===== config.mk =====
export PLATFORM = sky130hd
export DESIGN_NAME = arop_top
export DESIGN_NICKNAME = d
export VERILOG_FILES = /design/src/rtl/arop_pkg.sv /design/src/rtl/arop_top.sv
export SDC_FILE = /design/constraint.sdc
export NUM_CORES = 1
export LEC_CHECK = 0
export ABC_CLOCK_PERIOD_IN_PS = 2700
export BUFFER_PORTS_ARGS = -buffer_cell sky130_fd_sc_hd__buf_2
export CAP_MARGIN = 20
export CORE_MARGIN = 1
export CORE_UTILIZATION = 35
export CTS_BUF_LIST = sky130_fd_sc_hd__clkbuf_16
export CTS_CLUSTER_DIAMETER = 150
export DETAILED_ROUTE_END_ITERATION = 16
export GPL_TIMING_DRIVEN = 0
export SYNTH_ARGS = -nofsm -noshare
export SYNTH_HDL_FRONTEND = slang
export SYNTH_SLANG_ARGS = --single-unit

===== constraint.sdc =====
create_clock -name pclk -period 2.7 [get_ports pclk]
set_clock_uncertainty 0.05 [all_clocks]
set_input_delay 0 -clock pclk [delete_from_list [all_inputs] [get_ports pclk]]
set_output_delay 0 -clock pclk [all_outputs]
set_load 0.005 [all_outputs]

===== src/rtl/arop_pkg.sv =====
// Constants for the converter result output port.
// Assumes a 10 MHz pclk and the APB register map below.
//
// Overview of operation
// - Outside serial mode 3, pins 10 to 13 carry result bits 10 to 13.
// - Upper pins always carry result bits 14 to 17 in every mode.
// - Serial mode 3 shifts each result out MSB first with the serial clock.
// - Output coding follows output_format_select: binary high, two's complement low.
// - Internal read clock: serial data stays valid across both clock edges.
// - External clock, normal polarity: data changes on rising edge, valid on falling.
// - External clock, inverted polarity: data changes on falling edge, valid on rising.
// - Serial clock is driven out with internal clock, taken in with external.
// - Internal clock, marker not inverted: frame marker high while data valid.
// - Internal clock, marker inverted: frame marker low while data valid.
// - Incomplete read flag exists only in external clock serial mode.
// - Unfinished external read at conversion end loses data and pulses the flag.
// - Busy rises at conversion start, falls at conversion end as the result register loads.
// - Internal clock: chain pin high reads during conversion, low only after it.
// - External clock: chain pin level appears on serial data 18 periods later.
// - Output drivers enabled only while chip select and read strobe are low.
// - Chip select gates the external serial clock.

package arop_pkg;

    // Register byte offsets
    localparam logic [7:0] CTRL_OFS   = 8'h00;
    localparam logic [7:0] STATUS_OFS = 8'h04;
    localparam logic [7:0] RESULT_OFS = 8'h08;

    // Control field positions
    localparam int CTRL_MODE_LSB = 0;
    localparam int CTRL_EXT_BIT  = 2;
    localparam int CTRL_INVS_BIT = 3;
    localparam int CTRL_INVF_BIT = 4;
    localparam int CTRL_FMT_BIT  = 5;
    localparam int CTRL_WIDTH    = 6;
    localparam logic [5:0] CTRL_RESET = 6'h20;

    // Status field positions
    localparam int STAT_BUSY_BIT = 0;
    localparam int STAT_NEW_BIT  = 1;
    localparam int STAT_INT_BIT  = 2;
    localparam int STAT_ERR_BIT  = 3;
    localparam int STAT_CNT_LSB  = 8;

    // Mode code selecting the serial interface
    localparam logic [1:0] MODE_SERIAL = 2'h3;

    // Result and serial read size
    localparam int RESULT_BITS = 18;

    // Internal read clock timing
    localparam int CLK_PERIOD_NS      = 100;
    localparam int INT_SCLK_PERIOD_NS = 400;
    localparam int QTR_CYCLES_RAW     = INT_SCLK_PERIOD_NS / (4 * CLK_PERIOD_NS);
    localparam int QTR_CYCLES         = (QTR_CYCLES_RAW < 1) ? 1 : QTR_CYCLES_RAW;

    // Internal read sequence states, Gray coded
    typedef enum logic [1:0] {
        ST_IDLE  = 2'b00,
        ST_SHIFT = 2'b01,
        ST_HOLD  = 2'b11
    } arop_state_t;

endpackage


===== src/rtl/arop_top.sv =====
// Result output port: parallel upper bits, serial reuse of pins 10..13, busy.
// Assumes conv_start/conv_done/conv_result come from the converter core on pclk;
// host pins are asynchronous and are synchronised here.
`timescale 1ns/100ps

module arop_top
#(
    parameter int RBITS = arop_pkg::RESULT_BITS
)
(
    input  wire logic             pclk,
    input  wire logic             presetn,
    input  wire logic             psel,
    input  wire logic             penable,
    input  wire logic             pwrite,
    input  wire logic [7:0]       paddr,
    input  wire logic [31:0]      pwdata,
    output logic      [31:0]      prdata,
    output logic                  pready,
    output logic                  pslverr,
    input  wire logic             conv_start,
    input  wire logic             conv_done,
    input  wire logic [RBITS-1:0] conv_result,
    input  wire logic             cs_n,
    input  wire logic             rd_n,
    input  wire logic             read_timing_select_or_chain_in,
    input  wire logic             par_bit_11_i,
    output logic                  par_bit_10_o,
    output logic                  par_bit_10_oe,
    output logic                  par_bit_11_o,
    output logic                  par_bit_11_oe,
    output logic                  par_bit_12_o,
    output logic                  par_bit_12_oe,
    output logic                  par_bit_13_o,
    output logic                  par_bit_13_oe,
    output logic      [3:0]       parallel_upper_bits,
    output logic                  parallel_upper_bits_oe,
    output logic                  busy
);

    ////////////////////////////////////////////////////////////////////////////
    // Declarations
    ////////////////////////////////////////////////////////////////////////////

    logic [arop_pkg::CTRL_WIDTH-1:0] ctrl;
    logic [RBITS-1:0]                result_q;
    logic [RBITS-1:0]                shreg;
    logic [3:0]                      sync1;
    logic [3:0]                      sync2;
    logic                            sclk_prev;
    logic                            new_data;
    logic                            err_seen;
    logic                            err_pulse;
    logic [4:0]                      bit_cnt;
    logic [4:0]                      ext_cnt;
    logic [1:0]                      qtr;
    logic [3:0]                      qtr_tick;
    logic                            int_sclk;
    arop_pkg::arop_state_t           state;

    logic        serial;
    logic        ext_clk;
    logic        inv_sclk;
    logic        inv_fm;
    logic        fmt_bin;
    logic        cs_s;
    logic        sel;
    logic        chain_s;
    logic        sclk_s;
    logic        ext_edge;
    logic        qtr_end;
    logic        bit_end;
    logic        int_start;
    logic        ext_unfinished;
    logic        apb_do;
    logic [RBITS-1:0] coded;

    ////////////////////////////////////////////////////////////////////////////
    // Control decode and pin synchronisers
    ////////////////////////////////////////////////////////////////////////////

    // Control fields
    assign serial   = (ctrl[arop_pkg::CTRL_MODE_LSB +: 2] == arop_pkg::MODE_SERIAL);
    assign ext_clk  = ctrl[arop_pkg::CTRL_EXT_BIT];
    assign inv_sclk = ctrl[arop_pkg::CTRL_INVS_BIT];
    assign inv_fm   = ctrl[arop_pkg::CTRL_INVF_BIT];
    assign fmt_bin  = ctrl[arop_pkg::CTRL_FMT_BIT];

    // Two-flop synchronisers: cs_n, rd_n, chain pin, serial clock in
    always_ff @(posedge pclk or negedge presetn)
    begin
        if (!presetn)
        begin
            sync1 <= 4'h3;
            sync2 <= 4'h3;
        end
        else
        begin
            sync1 <= {par_bit_11_i, read_timing_select_or_chain_in, rd_n, cs_n};
            sync2 <= sync1;
        end
    end

    // Synchronised levels
    assign cs_s    = sync2[0];
    assign sel     = !sync2[0] && !sync2[1];
    assign chain_s = sync2[2];
    assign sclk_s  = sync2[3];

    ////////////////////////////////////////////////////////////////////////////
    // Conversion result capture and busy
    ////////////////////////////////////////////////////////////////////////////

    // Coding: binary keeps the word, two's complement flips the MSB
    assign coded = fmt_bin ? conv_result : {~conv_result[RBITS-1], conv_result[RBITS-2:0]};

    // Latest result
    always_ff @(posedge pclk or negedge presetn)
    begin
        if (!presetn)
            result_q <= '0;
        else if (conv_done)
            result_q <= coded;
    end

    // Busy from conversion start until conversion end, when result_q loads
    always_ff @(posedge pclk or negedge presetn)
    begin
        if (!presetn)
            busy <= 1'b0;
        else if (conv_start)
            busy <= 1'b1;
        else if (conv_done)
            busy <= 1'b0;
    end

    // Unread result flag for internal-clock reads
    always_ff @(posedge pclk or negedge presetn)
    begin
        if (!presetn)
            new_data <= 1'b0;
        else if (conv_done)
            new_data <= 1'b1;
        else if (int_start)
            new_data <= 1'b0;
    end

    ////////////////////////////////////////////////////////////////////////////
    // Internal read clock sequence
    ////////////////////////////////////////////////////////////////////////////

    // Read starts on select; chain pin high allows reading during conversion
    assign int_start = serial && !ext_clk && sel && new_data && (state == arop_pkg::ST_IDLE)
                       && (chain_s || !busy);
    assign qtr_end   = (qtr_tick == 4'(arop_pkg::QTR_CYCLES - 1));
    assign bit_end   = qtr_end && (qtr == 2'h3);

    // Read state machine
    always_ff @(posedge pclk or negedge presetn)
    begin
        if (!presetn)
            state <= arop_pkg::ST_IDLE;
        else
        begin
            unique case (state)
                arop_pkg::ST_IDLE:
                    if (int_start)
                        state <= arop_pkg::ST_SHIFT;
                arop_pkg::ST_SHIFT:
                    if (bit_end && bit_cnt == 5'(RBITS - 1))
                        state <= arop_pkg::ST_HOLD;
                arop_pkg::ST_HOLD:
                    if (!sel)
                        state <= arop_pkg::ST_IDLE;
                default:
                    state <= arop_pkg::ST_IDLE;
            endcase
        end
    end

    // Quarter-period timer and bit counter
    always_ff @(posedge pclk or negedge presetn)
    begin
        if (!presetn)
        begin
            qtr_tick <= 4'h0;
            qtr      <= 2'h0;
            bit_cnt  <= 5'h00;
        end
        else if (state != arop_pkg::ST_SHIFT)
        begin
            qtr_tick <= 4'h0;
            qtr      <= 2'h0;
            bit_cnt  <= 5'h00;
        end
        else
        begin
            qtr_tick <= qtr_end ? 4'h0 : qtr_tick + 4'h1;
            if (qtr_end)
                qtr <= qtr + 2'h1;
            if (bit_end)
                bit_cnt <= bit_cnt + 5'h01;
        end
    end

    // Clock high in quarters 1 and 2; data moves only at the end of quarter 3
    always_ff @(posedge pclk or negedge presetn)
    begin
        if (!presetn)
            int_sclk <= 1'b0;
        else
            int_sclk <= (state == arop_pkg::ST_SHIFT) && qtr_end && (qtr == 2'h0 || qtr == 2'h1);
    end

    ////////////////////////////////////////////////////////////////////////////
    // External clock detection and error flag
    ////////////////////////////////////////////////////////////////////////////

    // Previous clock level, updated every cycle, also while deselected
    always_ff @(posedge pclk or negedge presetn)
    begin
        if (!presetn)
            sclk_prev <= 1'b0;
        else
            sclk_prev <= sclk_s;
    end

    // Active edge per polarity, gated by chip select
    assign ext_edge = serial && ext_clk && !cs_s
                      && (inv_sclk ? (sclk_prev && !sclk_s)
                                   : (!sclk_prev && sclk_s));
    assign ext_unfinished = (ext_cnt != 5'h00) && (ext_cnt < 5'(RBITS));

    // Edges counted since last load, saturating
    always_ff @(posedge pclk or negedge presetn)
    begin
        if (!presetn)
            ext_cnt <= 5'h00;
        else if (conv_done)
            ext_cnt <= 5'h00;
        else if (ext_edge && ext_cnt != 5'h1F)
            ext_cnt <= ext_cnt + 5'h01;
    end

    // One-cycle error pulse when a read is cut by a new result
    always_ff @(posedge pclk or negedge presetn)
    begin
        if (!presetn)
            err_pulse <= 1'b0;
        else
            err_pulse <= conv_done && serial && ext_clk && ext_unfinished;
    end

    ////////////////////////////////////////////////////////////////////////////
    // Output shift register
    ////////////////////////////////////////////////////////////////////////////

    // External: load at conversion end; internal: load at read start
    always_ff @(posedge pclk or negedge presetn)
    begin
        if (!presetn)
            shreg <= '0;
        else if (conv_done && ext_clk)
            shreg <= coded;
        else if (int_start)
            shreg <= result_q;
        else if (ext_edge)
            shreg <= {shreg[RBITS-2:0], chain_s};
        else if (bit_end && state == arop_pkg::ST_SHIFT)
            shreg <= {shreg[RBITS-2:0], 1'b0};
    end

    ////////////////////////////////////////////////////////////////////////////
    // Pin drivers
    ////////////////////////////////////////////////////////////////////////////

    // Pins 10..13 data
    always_ff @(posedge pclk or negedge presetn)
    begin
        if (!presetn)
        begin
            par_bit_10_o <= 1'b0;
            par_bit_11_o <= 1'b0;
            par_bit_12_o <= 1'b0;
            par_bit_13_o <= 1'b0;
        end
        else if (!serial)
        begin
            par_bit_10_o <= result_q[10];
            par_bit_11_o <= result_q[11];
            par_bit_12_o <= result_q[12];
            par_bit_13_o <= result_q[13];
        end
        else
        begin
            par_bit_10_o <= shreg[RBITS-1];
            par_bit_11_o <= int_sclk;
            if (ext_clk)
                par_bit_12_o <= inv_fm;
            else
                par_bit_12_o <= (state == arop_pkg::ST_SHIFT) ^ inv_fm;
            par_bit_13_o <= ext_clk && err_pulse;
        end
    end

    // Output enables follow chip select and read strobe; pin 11 stays disabled in external-clock serial mode
    always_ff @(posedge pclk or negedge presetn)
    begin
        if (!presetn)
        begin
            par_bit_10_oe          <= 1'b0;
            par_bit_11_oe          <= 1'b0;
            par_bit_12_oe          <= 1'b0;
            par_bit_13_oe          <= 1'b0;
            parallel_upper_bits_oe <= 1'b0;
        end
        else
        begin
            par_bit_10_oe          <= sel;
            par_bit_11_oe          <= sel && !(serial && ext_clk);
            par_bit_12_oe          <= sel;
            par_bit_13_oe          <= sel;
            parallel_upper_bits_oe <= sel;
        end
    end

    // Upper bits in every mode
    always_ff @(posedge pclk or negedge presetn)
    begin
        if (!presetn)
            parallel_upper_bits <= 4'h0;
        else
            parallel_upper_bits <= result_q[17:14];
    end

    ////////////////////////////////////////////////////////////////////////////
    // APB slave: one wait state, pready from a flop
    ////////////////////////////////////////////////////////////////////////////

    assign apb_do = psel && penable && pready;

    // Answer one cycle into the access phase
    always_ff @(posedge pclk or negedge presetn)
    begin
        if (!presetn)
        begin
            pready  <= 1'b0;
            pslverr <= 1'b0;
            prdata  <= 32'h0000_0000;
        end
        else
        begin
            pready  <= psel && penable && !pready;
            pslverr <= 1'b0;
            prdata  <= 32'h0000_0000;
            if (psel && penable && !pready)
            begin
                unique case (paddr)
                    arop_pkg::CTRL_OFS:
                        prdata <= 32'(ctrl);
                    arop_pkg::STATUS_OFS:
                    begin
                        prdata[arop_pkg::STAT_BUSY_BIT]   <= busy;
                        prdata[arop_pkg::STAT_NEW_BIT]    <= new_data;
                        prdata[arop_pkg::STAT_INT_BIT]    <= (state != arop_pkg::ST_IDLE);
                        prdata[arop_pkg::STAT_ERR_BIT]    <= err_seen;
                        prdata[arop_pkg::STAT_CNT_LSB +: 5] <= ext_clk ? ext_cnt : bit_cnt;
                    end
                    arop_pkg::RESULT_OFS:
                        prdata <= 32'(result_q);
                    default:
                        pslverr <= 1'b1;
                endcase
            end
        end
    end

    // Control register
    always_ff @(posedge pclk or negedge presetn)
    begin
        if (!presetn)
            ctrl <= arop_pkg::CTRL_RESET;
        else if (apb_do && pwrite && paddr == arop_pkg::CTRL_OFS)
            ctrl <= pwdata[arop_pkg::CTRL_WIDTH-1:0];
    end

    // Sticky error seen; a new error wins over a write-one clear
    always_ff @(posedge pclk or negedge presetn)
    begin
        if (!presetn)
            err_seen <= 1'b0;
        else if (err_pulse)
            err_seen <= 1'b1;
        else if (apb_do && pwrite && paddr == arop_pkg::STATUS_OFS && pwdata[arop_pkg::STAT_ERR_BIT])
            err_seen <= 1'b0;
    end

    ////////////////////////////////////////////////////////////////////////////
    // Assertions
    ////////////////////////////////////////////////////////////////////////////

    AST_BUSY_RISE: assert property (@(posedge pclk) disable iff (!presetn)
        conv_start |=> busy ##0 busy[*1])
        else $error("busy did not rise after conversion start");

    AST_BUSY_FALL: assert property (@(posedge pclk) disable iff (!presetn)
        (conv_done && !conv_start && ext_clk) |=> (!busy && shreg == $past(coded)))
        else $error("busy fell without the result in the shifter");

    AST_PAR_BITS: assert property (@(posedge pclk) disable iff (!presetn)
        (!serial && !conv_done) ##1 !serial |=> par_bit_10_o == $past(result_q[10], 2))
        else $error("parallel bit 10 does not carry the result");

    AST_OE_GATE: assert property (@(posedge pclk) disable iff (!presetn)
        !sel |=> (!par_bit_10_oe && !parallel_upper_bits_oe && !par_bit_12_oe))
        else $error("driver enabled without chip select and read");

    AST_FORMAT: assert property (@(posedge pclk) disable iff (!presetn)
        (conv_done && !fmt_bin) |=> result_q[RBITS-1] == !$past(conv_result[RBITS-1]))
        else $error("two's complement coding not applied");

    AST_EXT_MARKER: assert property (@(posedge pclk) disable iff (!presetn)
        (serial && ext_clk) ##1 (serial && ext_clk && $stable(inv_fm)) |-> par_bit_12_o == inv_fm)
        else $error("frame marker active with external clock");

    AST_ERR_PULSE: assert property (@(posedge pclk) disable iff (!presetn)
        (conv_done && serial && ext_clk && ext_unfinished) |=> err_pulse ##1 !err_pulse)
        else $error("incomplete read not flagged by one pulse");

    AST_INT_STABLE: assert property (@(posedge pclk) disable iff (!presetn)
        (state == arop_pkg::ST_SHIFT && int_sclk) |-> $stable(shreg[RBITS-1]))
        else $error("serial data moved while internal clock high");

    AST_INT_FRAME: assert property (@(posedge pclk) disable iff (!presetn)
        (serial && !ext_clk && !inv_fm && state == arop_pkg::ST_SHIFT) ##1 (serial && !ext_clk && !inv_fm)
        |-> par_bit_12_o)
        else $error("frame marker not high during read");

    AST_READ_LEN: assert property (@(posedge pclk) disable iff (!presetn)
        (state == arop_pkg::ST_SHIFT && bit_end && bit_cnt == 5'(RBITS - 1)) |=> state == arop_pkg::ST_HOLD)
        else $error("internal read did not end after eighteen bits");

    AST_CLK_GATE: assert property (@(posedge pclk) disable iff (!presetn)
        cs_s |-> !ext_edge)
        else $error("external clock edge taken while deselected");

    AST_CHAIN: assert property (@(posedge pclk) disable iff (!presetn)
        (ext_edge && !conv_done && !int_start) |=> shreg[0] == $past(chain_s))
        else $error("chain input not shifted in");

endmodule // arop_top


### After elaboration in Yosys (flattened, before gate mapping)

Cells that the tools add are included.

* flip-flop bits (word level): 118
* output and inout port bits: 48
* input bits: 69
* word-level logic and storage cells: 139

* add/subtract/negate cells: 4
* order comparisons: 1
* eq/ne operators: 13
* bitwise logic cells: 2
* reductions and logical operators: 56
* multiplexer cells: 37

Operator list (number)
* two-way mux 18 bit: 6
* logical AND 1 bit: 31
* two-way mux 5 bit: 6
* two-way mux 1 bit: 14
* nonzero test 2 bit: 7
* one-hot mux 4 bit (3 select lines): 1
* adder 5 x 1 -> 5 bit (second input constant): 2
* two-way mux 2 bit: 5
* one-hot mux 5 bit (2 select lines): 1
* == test 8 x 3 -> 1 bit (second input constant): 1
* == test 8 x 4 -> 1 bit (second input constant): 1
* logical NOT 1 bit: 8
* logical NOT 8 bit: 1
* two-way mux 4 bit: 2
* one-hot mux 4 bit (2 select lines): 1
* == test 2 bit (second input constant): 3
* inequality test 2 bit (second input constant): 3
* one-hot mux 2 bit (3 select lines): 1
* == test 5 bit (second input constant): 1
* < comparator 5 bit (second input constant): 1
* inequality test 5 bit (second input constant): 1
* nonzero test 5 bit: 1
* adder 4 x 1 -> 4 bit (second input constant): 1
* == test 2 x 1 -> 1 bit (second input constant): 2
* other kinds (10): 12

### Logic depth before layout (Yosys ltp)

Gate-level depths: netlist of run 1.

* word-level depth: 8
* mapped depth: 8
* gate-level depth less buffers: 6

### Worst setup path after synthesis of run 1

Ideal clock, no wire load.

* path kind: register -> register
* from: register ext_cnt[0]
* to: register ext_cnt[2]
* path buffers: 0
* setup slack: 0.786 ns
* arrival time: 1.744 ns
* cell stages (with the launch flop): 7
* period minus slack after synthesis: 1.914 ns
* required time: 2.530 ns
* library setup time: 0.120 ns
* path through: dfrtp_1 ha_1 and3_1 ha_1 a211oi_1 a21oi_1 a31o_2

* word-level cells in the longest chain between the ends: 3
* elaborated cells on any way between the ends: 6
* those cells by class: add/sub: 1; eq/ne: 1; mux: 2; reduce/logical: 2

Ends and longest elaborated chain
* start, declared: line arop_top.sv:55 `logic [4:0] ext_cnt;`
* start signal, assigned: line arop_top.sv:242 `ext_cnt <= ext_cnt + 5'h01;`
* adder 5 x 1 -> 5 bit or inequality test 5 bit (tied branches): line arop_top.sv:242, arop_top.sv:241
* two-way mux 5 bit or logical AND 1 bit (tied branches): line arop_top.sv:241 `else if (ext_edge && ext_cnt != 5'h1F)`
* two-way mux 5 bit or nonzero test 2 bit (tied branches)

Parallel ways exist; a longest one is shown, timed or not. The select of a mux whose other input is x is not followed.
A chain may end at the register's enable or synchronous reset.

### Final worst setup path of run 1

* from: input penable
* to: register prdata[4]

* word-level cells in the longest chain between the ends: 3

Ends and longest elaborated chain
* start, declared: line arop_top.sv:14 `input wire logic penable,`
* logical AND 1 bit (2 in a row): line arop_top.sv:356 `if (psel && penable && !pready)`
* two-way mux 18 bit: line arop_top.sv:356
* end signal, assigned: line arop_top.sv:360 `prdata <= 32'(ctrl);`
* end signal, assigned by index: line arop_top.sv:363 `prdata[arop_pkg::STAT_BUSY_BIT] <= busy;`
* end signal, assigned by index: line arop_top.sv:364 `prdata[arop_pkg::STAT_NEW_BIT] <= new_data;`
* end, declared: line arop_top.sv:18 `output logic [31:0] prdata,`

Every way passes these cells.

==> Implementation_results.wiki, run 1 <==
{| class="wikitable"
! Metric !! Value
|-
| Placed insts || 707
|-
| Antenna diode instance count || 0
|-
| Comb power frac || 8.3%
|-
| Cell Rows || 42
|-
| Clock tree from TritonCTS || done
|-
| Dominant cells by area after synthesis || dfrtp_1 (50%), mux2_2 (5.0%), nor2_1 (3.8%), dfstp_2 (2.7%), nand4_1 (2.7%)
|-
| Number of distinct standard cells referenced by the synthesized netlist || 57
|-
| Minimum clock period after layout || 2566 ps
|-
| Clock transition at the registers of the reported paths || 70 ps
|-
| Critical Path Source Type || input pin
|-
| Power density of the placed cells || 511.0 mW/mm^2
|-
| Fill cells || 1297
|-
| # Post-CTS Setup Buffers || 0
|-
| Maximum achievable frequency || 389.7 MHz
|-
| Warnings, synthesis || 0
|-
| Internal Power || 0.002459 W
|-
| Via count of the first global-routing pass || 3824
|-
| Total routed wirelength || 12.34 mm
|-
| Worst r2r src || qtr_tick[0]
|-
| Final number of hold-violating endpoints || 0
|-
| First element of the critical path || penable
|-
| Final Max Tran Viols || 0
|-
| Maximum fanout encountered on the critical timing path || 2
|-
| Clock buffers created by TritonCTS || 9
|-
| H-Tree Level Count || 3
|-
| Starting Density || 36.52%
|-
| Synth top area share || 50.42%
|-
| Fin crit share || 95.04%
|-
| Hold Path Origin || conv_result[17]
|-
| Overall routing resource usage || 17.98%
|-
| Width of the die || 120.5 um
|-
| Required time reported for the critical path endpoint || 2930 ps
|-
| Synthesized flop and latch total || 104
|-
| Final antenna-violating net count || 0
|-
| Relative contribution of the clock network to total power || 39.8%
|-
| Floorplan core area || 0.01345 sq mm
|-
| Detailed placer's ending HPWL || 8.711 mm
|-
| Share of synthesized flip-flops with an asynchronous set or reset || 100.0%
|-
| Growth of design area from synthesis to finish || 27.07%
|-
| Root Buffer Master || clkbuf_16
|-
| Number of search-and-repair iterations in the first detailed-routing pass || 4
|-
| Net Switching || 0.0007316 W
|-
| Number of antenna violations at the first check in global routing || 0
|-
| Nets || 658
|-
| Proportion of layout cells with a drive suffix above 1 || 27.23%
|-
| Crit Path Class || in -> reg
|-
| Setup TNS || 0 ps
|-
| Measured slew at the worst slew-check pin || 646.8 ps
|-
| Clock latency at the later pin of the worst-skew pair || 350 ps
|-
| Share of the yosys chip area belonging to registers || 53.09%
|-
| Maximum clock insertion buffer count || 2
|-
| Switching portion of total power || 22.93%
|-
| Leftover overflow at the end of global routing || 0
|-
| Maximum number of pins on one net before global-route repair || 61
|-
| Post-synthesis area per instance || 11.12 sq um
|-
| Endpoint class of the critical path || flip-flop
|-
| Leak pwr || 2.910 nW
|-
| Remaining routing DRC violations || 0
|-
| Most used flip-flop cell after synthesis || dfrtp_1
|-
| Number of instances in the synthesized netlist || 442
|-
| Wire per inst || 16.24 um
|-
| Maximum ir drop on the vdd rail || 0.2877 mV
|-
| First-iteration detailed-routing DRC count || 335
|-
| Die extent in y || 120.5 um
|-
| Placer's final routability congestion estimate || 0.8787
|-
| Total number of clock tree sinks || 104
|-
| Final instance count without filler cells || 760
|-
| Total of max-cap violations || 0
|-
| Sequential fraction of design power || 52.0%
|-
| Leading area contributor after synthesis || dfrtp_1
|-
| Global-route wire length before repair || 19.88 mm
|-
| Number of placed I/O pins || 117
|-
| Most repeated cell in the gate-level netlist after synthesis || dfrtp_1
|-
| Total number of vias || 3840
|-
| Via/cell ratio || 5.053
|-
| Hold WC Path Type || in -> reg
|-
| Top cell types by occurrence after synthesis || dfrtp_1 (99), nor2_1 (50), mux2_2 (22)
|-
| Status || finished clean
|-
| CP Data Arrival Time || 2800 ps
|-
| Port Buffers || 74
|-
| Number of synthesized flops with an enable pin || 0
|-
| Netlist area before placement || 0.004913 sq mm
|-
| Slew Limit Headroom || 56.62%
|-
| Share of the core filled with cells in the final layout || 46.41%
|-
| Setup violation total in the final timing report || 0
|-
| Die area || 0.01452 sq mm
|}
## final timing paths
kind                                      to  slack, ps  depth (start not counted)
worst max-delay path               prdata[4]        130                          9
worst min-delay path            result_q[17]         20                          3
min in group asynchronous         prdata[16]        150                          2
worst max register to register      shreg[2]        440                          8
max in group asynchronous           sync1[1]       1670                          3
worst min register to register      sync2[3]        300                          0
## worst max-delay path, cell delays in order
cell	delay, ps
dlygate4sd3_1	540
buf_2	120
nand2_1	60
dlygate4sd3_1	570
nor2_1	130
nand3_1	90
dlygate4sd3_1	580
nor3_2	150
dlygate4sd3_1	560
## power groups by stage
stage	Sequential, W	Clock, W	Combinational (W)
2_1_floorplan	0.00167	0	0.000114
3_3_place_gp	0.00169	0	0.000218
3_5_place_dp	0.00169	0	0.000227
4_1_cts	0.00166	0.00129	0.000267
5_1_grt	0.00166	0.00136	0.000294
6_report	0.00166	0.00127	0.000264
## metrics by stage
stage	hold WS, ps	cell area (sq um)	worst slack (ps)	power (W)
final	21.65	6243	133.8	0.003190
after global routing	50.09	6243	-2.577	0.003316
after floorplan	-345.6	4962	786.0	0.001785
after global placement	58.99	5553	456.5	0.001905
after detailed placement	-0.4056	5588	483.5	0.001915
after CTS	14.24	6238	193.4	0.003211
## layout make-up
class / count / area (sq um) / share of cell area (%)
timing repair buffer: 113 / 775.7 / 12.42
clock buffer: 9 / 225.2 / 3.607
multi-input combinational: 292 / 2034 / 32.59
buffer: 46 / 275.3 / 4.409
inverter: 13 / 48.80 / 0.7816
sequential: 104 / 2609 / 41.78
clock inverter: 7 / 55.05 / 0.8818
tap: 176 / 220.2 / 3.527
## state kept, by name, indices dropped and copies added, names as in the netlist, 5 cells and up
| register | cells |
|---|---|
| bit_cnt | 5 |
| ctrl | 6 |
| ext_cnt | 5 |
| prdata | 18 |
| result_q | 18 |
| shreg | 18 |
## metal layers
layer  GRT usage, %  vias to the layer above  wire [um]
met5              0                        -          0
met4          7.330                        0        246
met3          3.632                       17        613
met2          27.69                      122       5629
met1          24.71                     1880       5854
li1               -                     1821          -
## layout by cell type, fill, tap and decap left out, types with 4 or more instances in the layout
master	count
and3_1	11
nor2_1	50
xnor2_1	6
mux2_2	22
buf_2	80
buf_4	18
xor2_1	4
mux2i_1	6
a211oi_1	9
dfstp_2	5
dlygate4sd3_1	37
mux2_4	6
ha_1	10
buf_6	4
inv_1	15
clkbuf_1	16
nand4_1	21
nor3_1	5
clkbuf_16	9
a221oi_1	8
dfrtp_1	99
and2_1	9
o31ai_1	17
nand3_1	4
o21ai_0	11
a22oi_1	5
conb_1	14
nand2_1	21
a21oi_1	11
## timing repair
| action | 4_1_cts | 5_1_grt |
|---|---|---|
| endpoints found under the setup margin | 0 | 1 |
| hold endpoints to repair | 93 | 0 |
| hold buffers | 37 | 0 |
| resized for setup | 0 | 1 |
## kinds of logic after synthesis
kind of cell	after synthesis	synth area share, %
AOI/OAI and AO/OA	76	11.28
xor gates and xnor gates	10	1.782
adders and majority gates	10	2.546
buffers and inverters	59	6.595
DFF	104	53.09
muxes	34	8.098
other	1	0.07632
and+or+nand+nor	148	16.53
No activity file was read; power rests on OpenSTA's default activity.
==> run 2, diff against run 1 <==
ABC_AREA = 1   (was unset)
==> Implementation_results.wiki, run 2 <==
{| class="wikitable"
! Metric !! Value
|-
| Status || finished clean (unchanged)
|-
| Detailed placer's ending HPWL || 8.965 mm (was 8.711 mm)
|-
| Top cell types by occurrence after synthesis || nand2_1 (162), dfrtp_1 (99), nand3_1 (75) (was dfrtp_1 (99), nor2_1 (50), mux2_2 (22))
|-
| Proportion of layout cells with a drive suffix above 1 || 20.64% (was 27.23%)
|-
| RSZ-0062 raised after global routing || false
|-
| Number of buffers inserted by hold repair at cts || 32 (was 37)
|-
| Multi-input combinational cell area || 0.001999 sq mm (was 0.002034 sq mm)
|-
| Final antenna-violating net count || 0 (unchanged)
|-
| Maximum ir drop on the vdd rail || 0.2916 mV (was 0.2877 mV)
|-
| Synthesized flop and latch total || 104 (unchanged)
|-
| Nets || 791 (was 658)
|-
| Share of the yosys chip area belonging to registers || 52.14% (was 53.09%)
|-
| Final number of hold-violating endpoints || 0 (unchanged)
|-
| Total of max-cap violations || 0 (unchanged)
|-
| Minimum clock period after layout || 1883 ps (was 2566 ps)
|-
| Number of instances in the synthesized netlist || 579 (was 442)
|-
| Cell Rows || 43 (was 42)
|-
| Setup TNS || 0 ps (unchanged)
|-
| Width of the die || 121.6 um (was 120.5 um)
|-
| Fin crit share || 69.75% (was 95.04%)
|-
| Floorplan core area || 0.01393 sq mm (was 0.01345 sq mm)
|-
| # Post-CTS Setup Buffers || 0 (unchanged)
|-
| H-Tree Level Count || 3 (unchanged)
|-
| Root Buffer Master || clkbuf_16 (unchanged)
|-
| Port Buffers || 76 (was 74)
|-
| Worst reg2reg path depth || 9 (was 8)
|-
| FF/Latch Area || 0.002609 sq mm (unchanged)
|-
| Number of search-and-repair iterations in the first detailed-routing pass || 6 (was 4)
|-
| Hold WC Path Type || in -> reg (unchanged)
|-
| Final Max Tran Viols || 0 (unchanged)
|-
| Starting Density || 35.91% (was 36.52%)
|-
| Most frequent cells in the layout || nand2_1 (162), dfrtp_1 (99), buf_2 (84) (was dfrtp_1 (99), buf_2 (80), nor2_1 (50))
|-
| Required time reported for the critical path endpoint || 2850 ps (was 2930 ps)
|-
| Clock latency at the later pin of the worst-skew pair || 350 ps (about the same)
|-
| Crit Path Class || in -> reg (unchanged)
|-
| Power consumption || 0.003234 W (was 0.003190 W)
|-
| First-iteration detailed-routing DRC count || 280 (was 335)
|-
| Total number of clock tree sinks || 104 (unchanged)
|-
| Leftover overflow at the end of global routing || 0 (unchanged)
|-
| Leak pwr || 3.158 nW (was 2.910 nW)
|-
| Maximum achievable frequency || 531.0 MHz (was 389.7 MHz)
|-
| Maximum number of pins on one net before global-route repair || 56 (was 61)
|-
| Dominant cells by area after synthesis || dfrtp_1 (50%), nand2_1 (12%), nand3_1 (7.5%), inv_1 (3.9%), o21ai_0 (3.3%) (was dfrtp_1 (50%), mux2_2 (5.0%), nor2_1 (3.8%), dfstp_2 (2.7%), nand4_1 (2.7%))
|-
| Slew Limit Headroom || 55.53% (was 56.62%)
|-
| Global-route wire length before repair || 19.47 mm (was 19.88 mm)
|-
| Clock transition at the registers of the reported paths || 60 ps (was 70 ps)
|-
| Share of synthesized flip-flops with an asynchronous set or reset || 100.0% (unchanged)
|-
| Number of distinct standard cells referenced by the synthesized netlist || 40 (was 57)
|-
| Total number of vias || 4166 (was 3840)
|-
| Placer's final routability congestion estimate || 0.8849 (was 0.8787)
|-
| Die extent in y || 121.6 um (was 120.5 um)
|-
| Remaining routing DRC violations || 0 (unchanged)
|-
| Warnings, synthesis || 0 (unchanged)
|-
| Via/cell ratio || 4.644 (was 5.053)
|-
| Most used flip-flop cell after synthesis || dfrtp_1 (unchanged)
|-
| Most repeated cell in the gate-level netlist after synthesis || nand2_1 (was dfrtp_1)
|-
| Post-cts repair resize count || 0 (unchanged)
|-
| Synth top area share || 49.51% (was 50.42%)
|-
| Growth of design area from synthesis to finish || 25.38% (was 27.07%)
|-
| Post-synthesis area per instance || 8.642 sq um (was 11.12 sq um)
|-
| Wire per inst || 13.62 um (was 16.24 um)
|-
| Antenna diode instance count || 0 (unchanged)
|-
| Number of antenna violations at the first check in global routing || 0 (unchanged)
|-
| Power density of the placed cells || 515.5 mW/mm^2 (was 511.0 mW/mm^2)
|-
| Measured slew at the worst slew-check pin || 661.9 ps (was 646.8 ps)
|-
| Netlist area before placement || 0.005004 sq mm (was 0.004913 sq mm)
|-
| Maximum clock insertion buffer count || 2 (unchanged)
|-
| Critical Path Source Type || input pin (unchanged)
|-
| Endpoint class of the critical path || flip-flop (unchanged)
|-
| Commonest non-fill, non-tap cell in the layout || nand2_1 (was dfrtp_1)
|-
| Clock buffers created by TritonCTS || 9 (unchanged)
|-
| Setup violation total in the final timing report || 0 (unchanged)
|-
| Number of placed I/O pins || 117 (unchanged)
|-
| Maximum fanout encountered on the critical timing path || 10 (was 2)
|-
| Die area || 0.01478 sq mm (was 0.01452 sq mm)
|-
| Via count of the first global-routing pass || 4079 (was 3824)
|-
| CP Data Arrival Time || 2040 ps (was 2800 ps)
|-
| Overall routing resource usage || 17.43% (was 17.98%)
|-
| Worst hold stages || 4 (was 3)
|-
| Number of synthesized flops with an enable pin || 0 (unchanged)
|-
| Register-to-register setup slack || 880 ps (was 440 ps)
|-
| Leading area contributor after synthesis || dfrtp_1 (unchanged)
|-
| Fill cells || 1375 (was 1297)
|-
| Largest registers || prdata x18, result_q x18, shreg x18 (unchanged)
|-
| Clock tree from TritonCTS || done (unchanged)
|-
| Total routed wirelength || 12.22 mm (was 12.34 mm)
|}
-- run 2: per-stage QoR --
stage               instances  instance area (sq um)  setup WS [ps]  util, %  hold slack [ps]
floorplan                 592                   5052           1143        -           -345.6
global placement          848                   5658          460.0    40.60            56.13
detailed placement        849                   5688          905.0    40.82            22.72
CTS                       897                   6274          815.2    45.02            2.541
global route              897                   6274          721.6    45.02            52.06
finish                    897                   6274          816.7    45.02            15.40
-- run 2: worst max-delay path: stages --
cell and delay [ps]:
dlygate4sd3_1 530, buf_2 120, nand2_1 40, dlygate4sd3_1 540, nor2_1 50, inv_1 190
clkbuf_1 420, a21oi_1 130
-- run 2: layout make-up --
type / instances / area share (%)
clock buffer: 9 / 3.590
sequential: 104 / 41.58
multi-input combinational: 397 / 31.87
tap: 180 / 3.590
inverter: 56 / 3.430
buffer: 35 / 3.650
clock inverter: 7 / 0.6382
timing repair buffer: 109 / 11.65
-- run 2: cells by family after synthesis --
logic type      count (synthesis)  synth area share [%]
simple gates                  295                 26.63
flops                         104                 52.14
buf+inv                        91                 8.877
compound gates                 72                 8.727
fa+ha+maj                      10                 2.501
xor+xnor                        6                 1.050
other cells                     1               0.07495
-- run 2: path summary, 6_finish.rpt --
kind                              from    endpoint
min reg2reg                   sync1[2]    sync2[2]
max                            penable   prdata[8]
min                           paddr[3]  prdata[11]
min in group asynchronous      presetn  prdata[15]
max reg2reg                qtr_tick[0]   shreg[17]
max in group asynchronous      presetn    sync1[1]
-- run 2: power by group --
part	internal, W	switching [W]
combinational	0.000163	0.000204
sequential	0.00164	0.0000482
clock	0.000615	0.000561
total	0.00242	0.000814
-- run 2: routing by layer --
layer	global-route usage [%]	up-vias	wire [um]
li1	-	2104	-
met1	23.61	1916	5816
met2	26.92	122	5407
met3	2.856	24	637
met4	8.873	0	359
met5	0	-	0
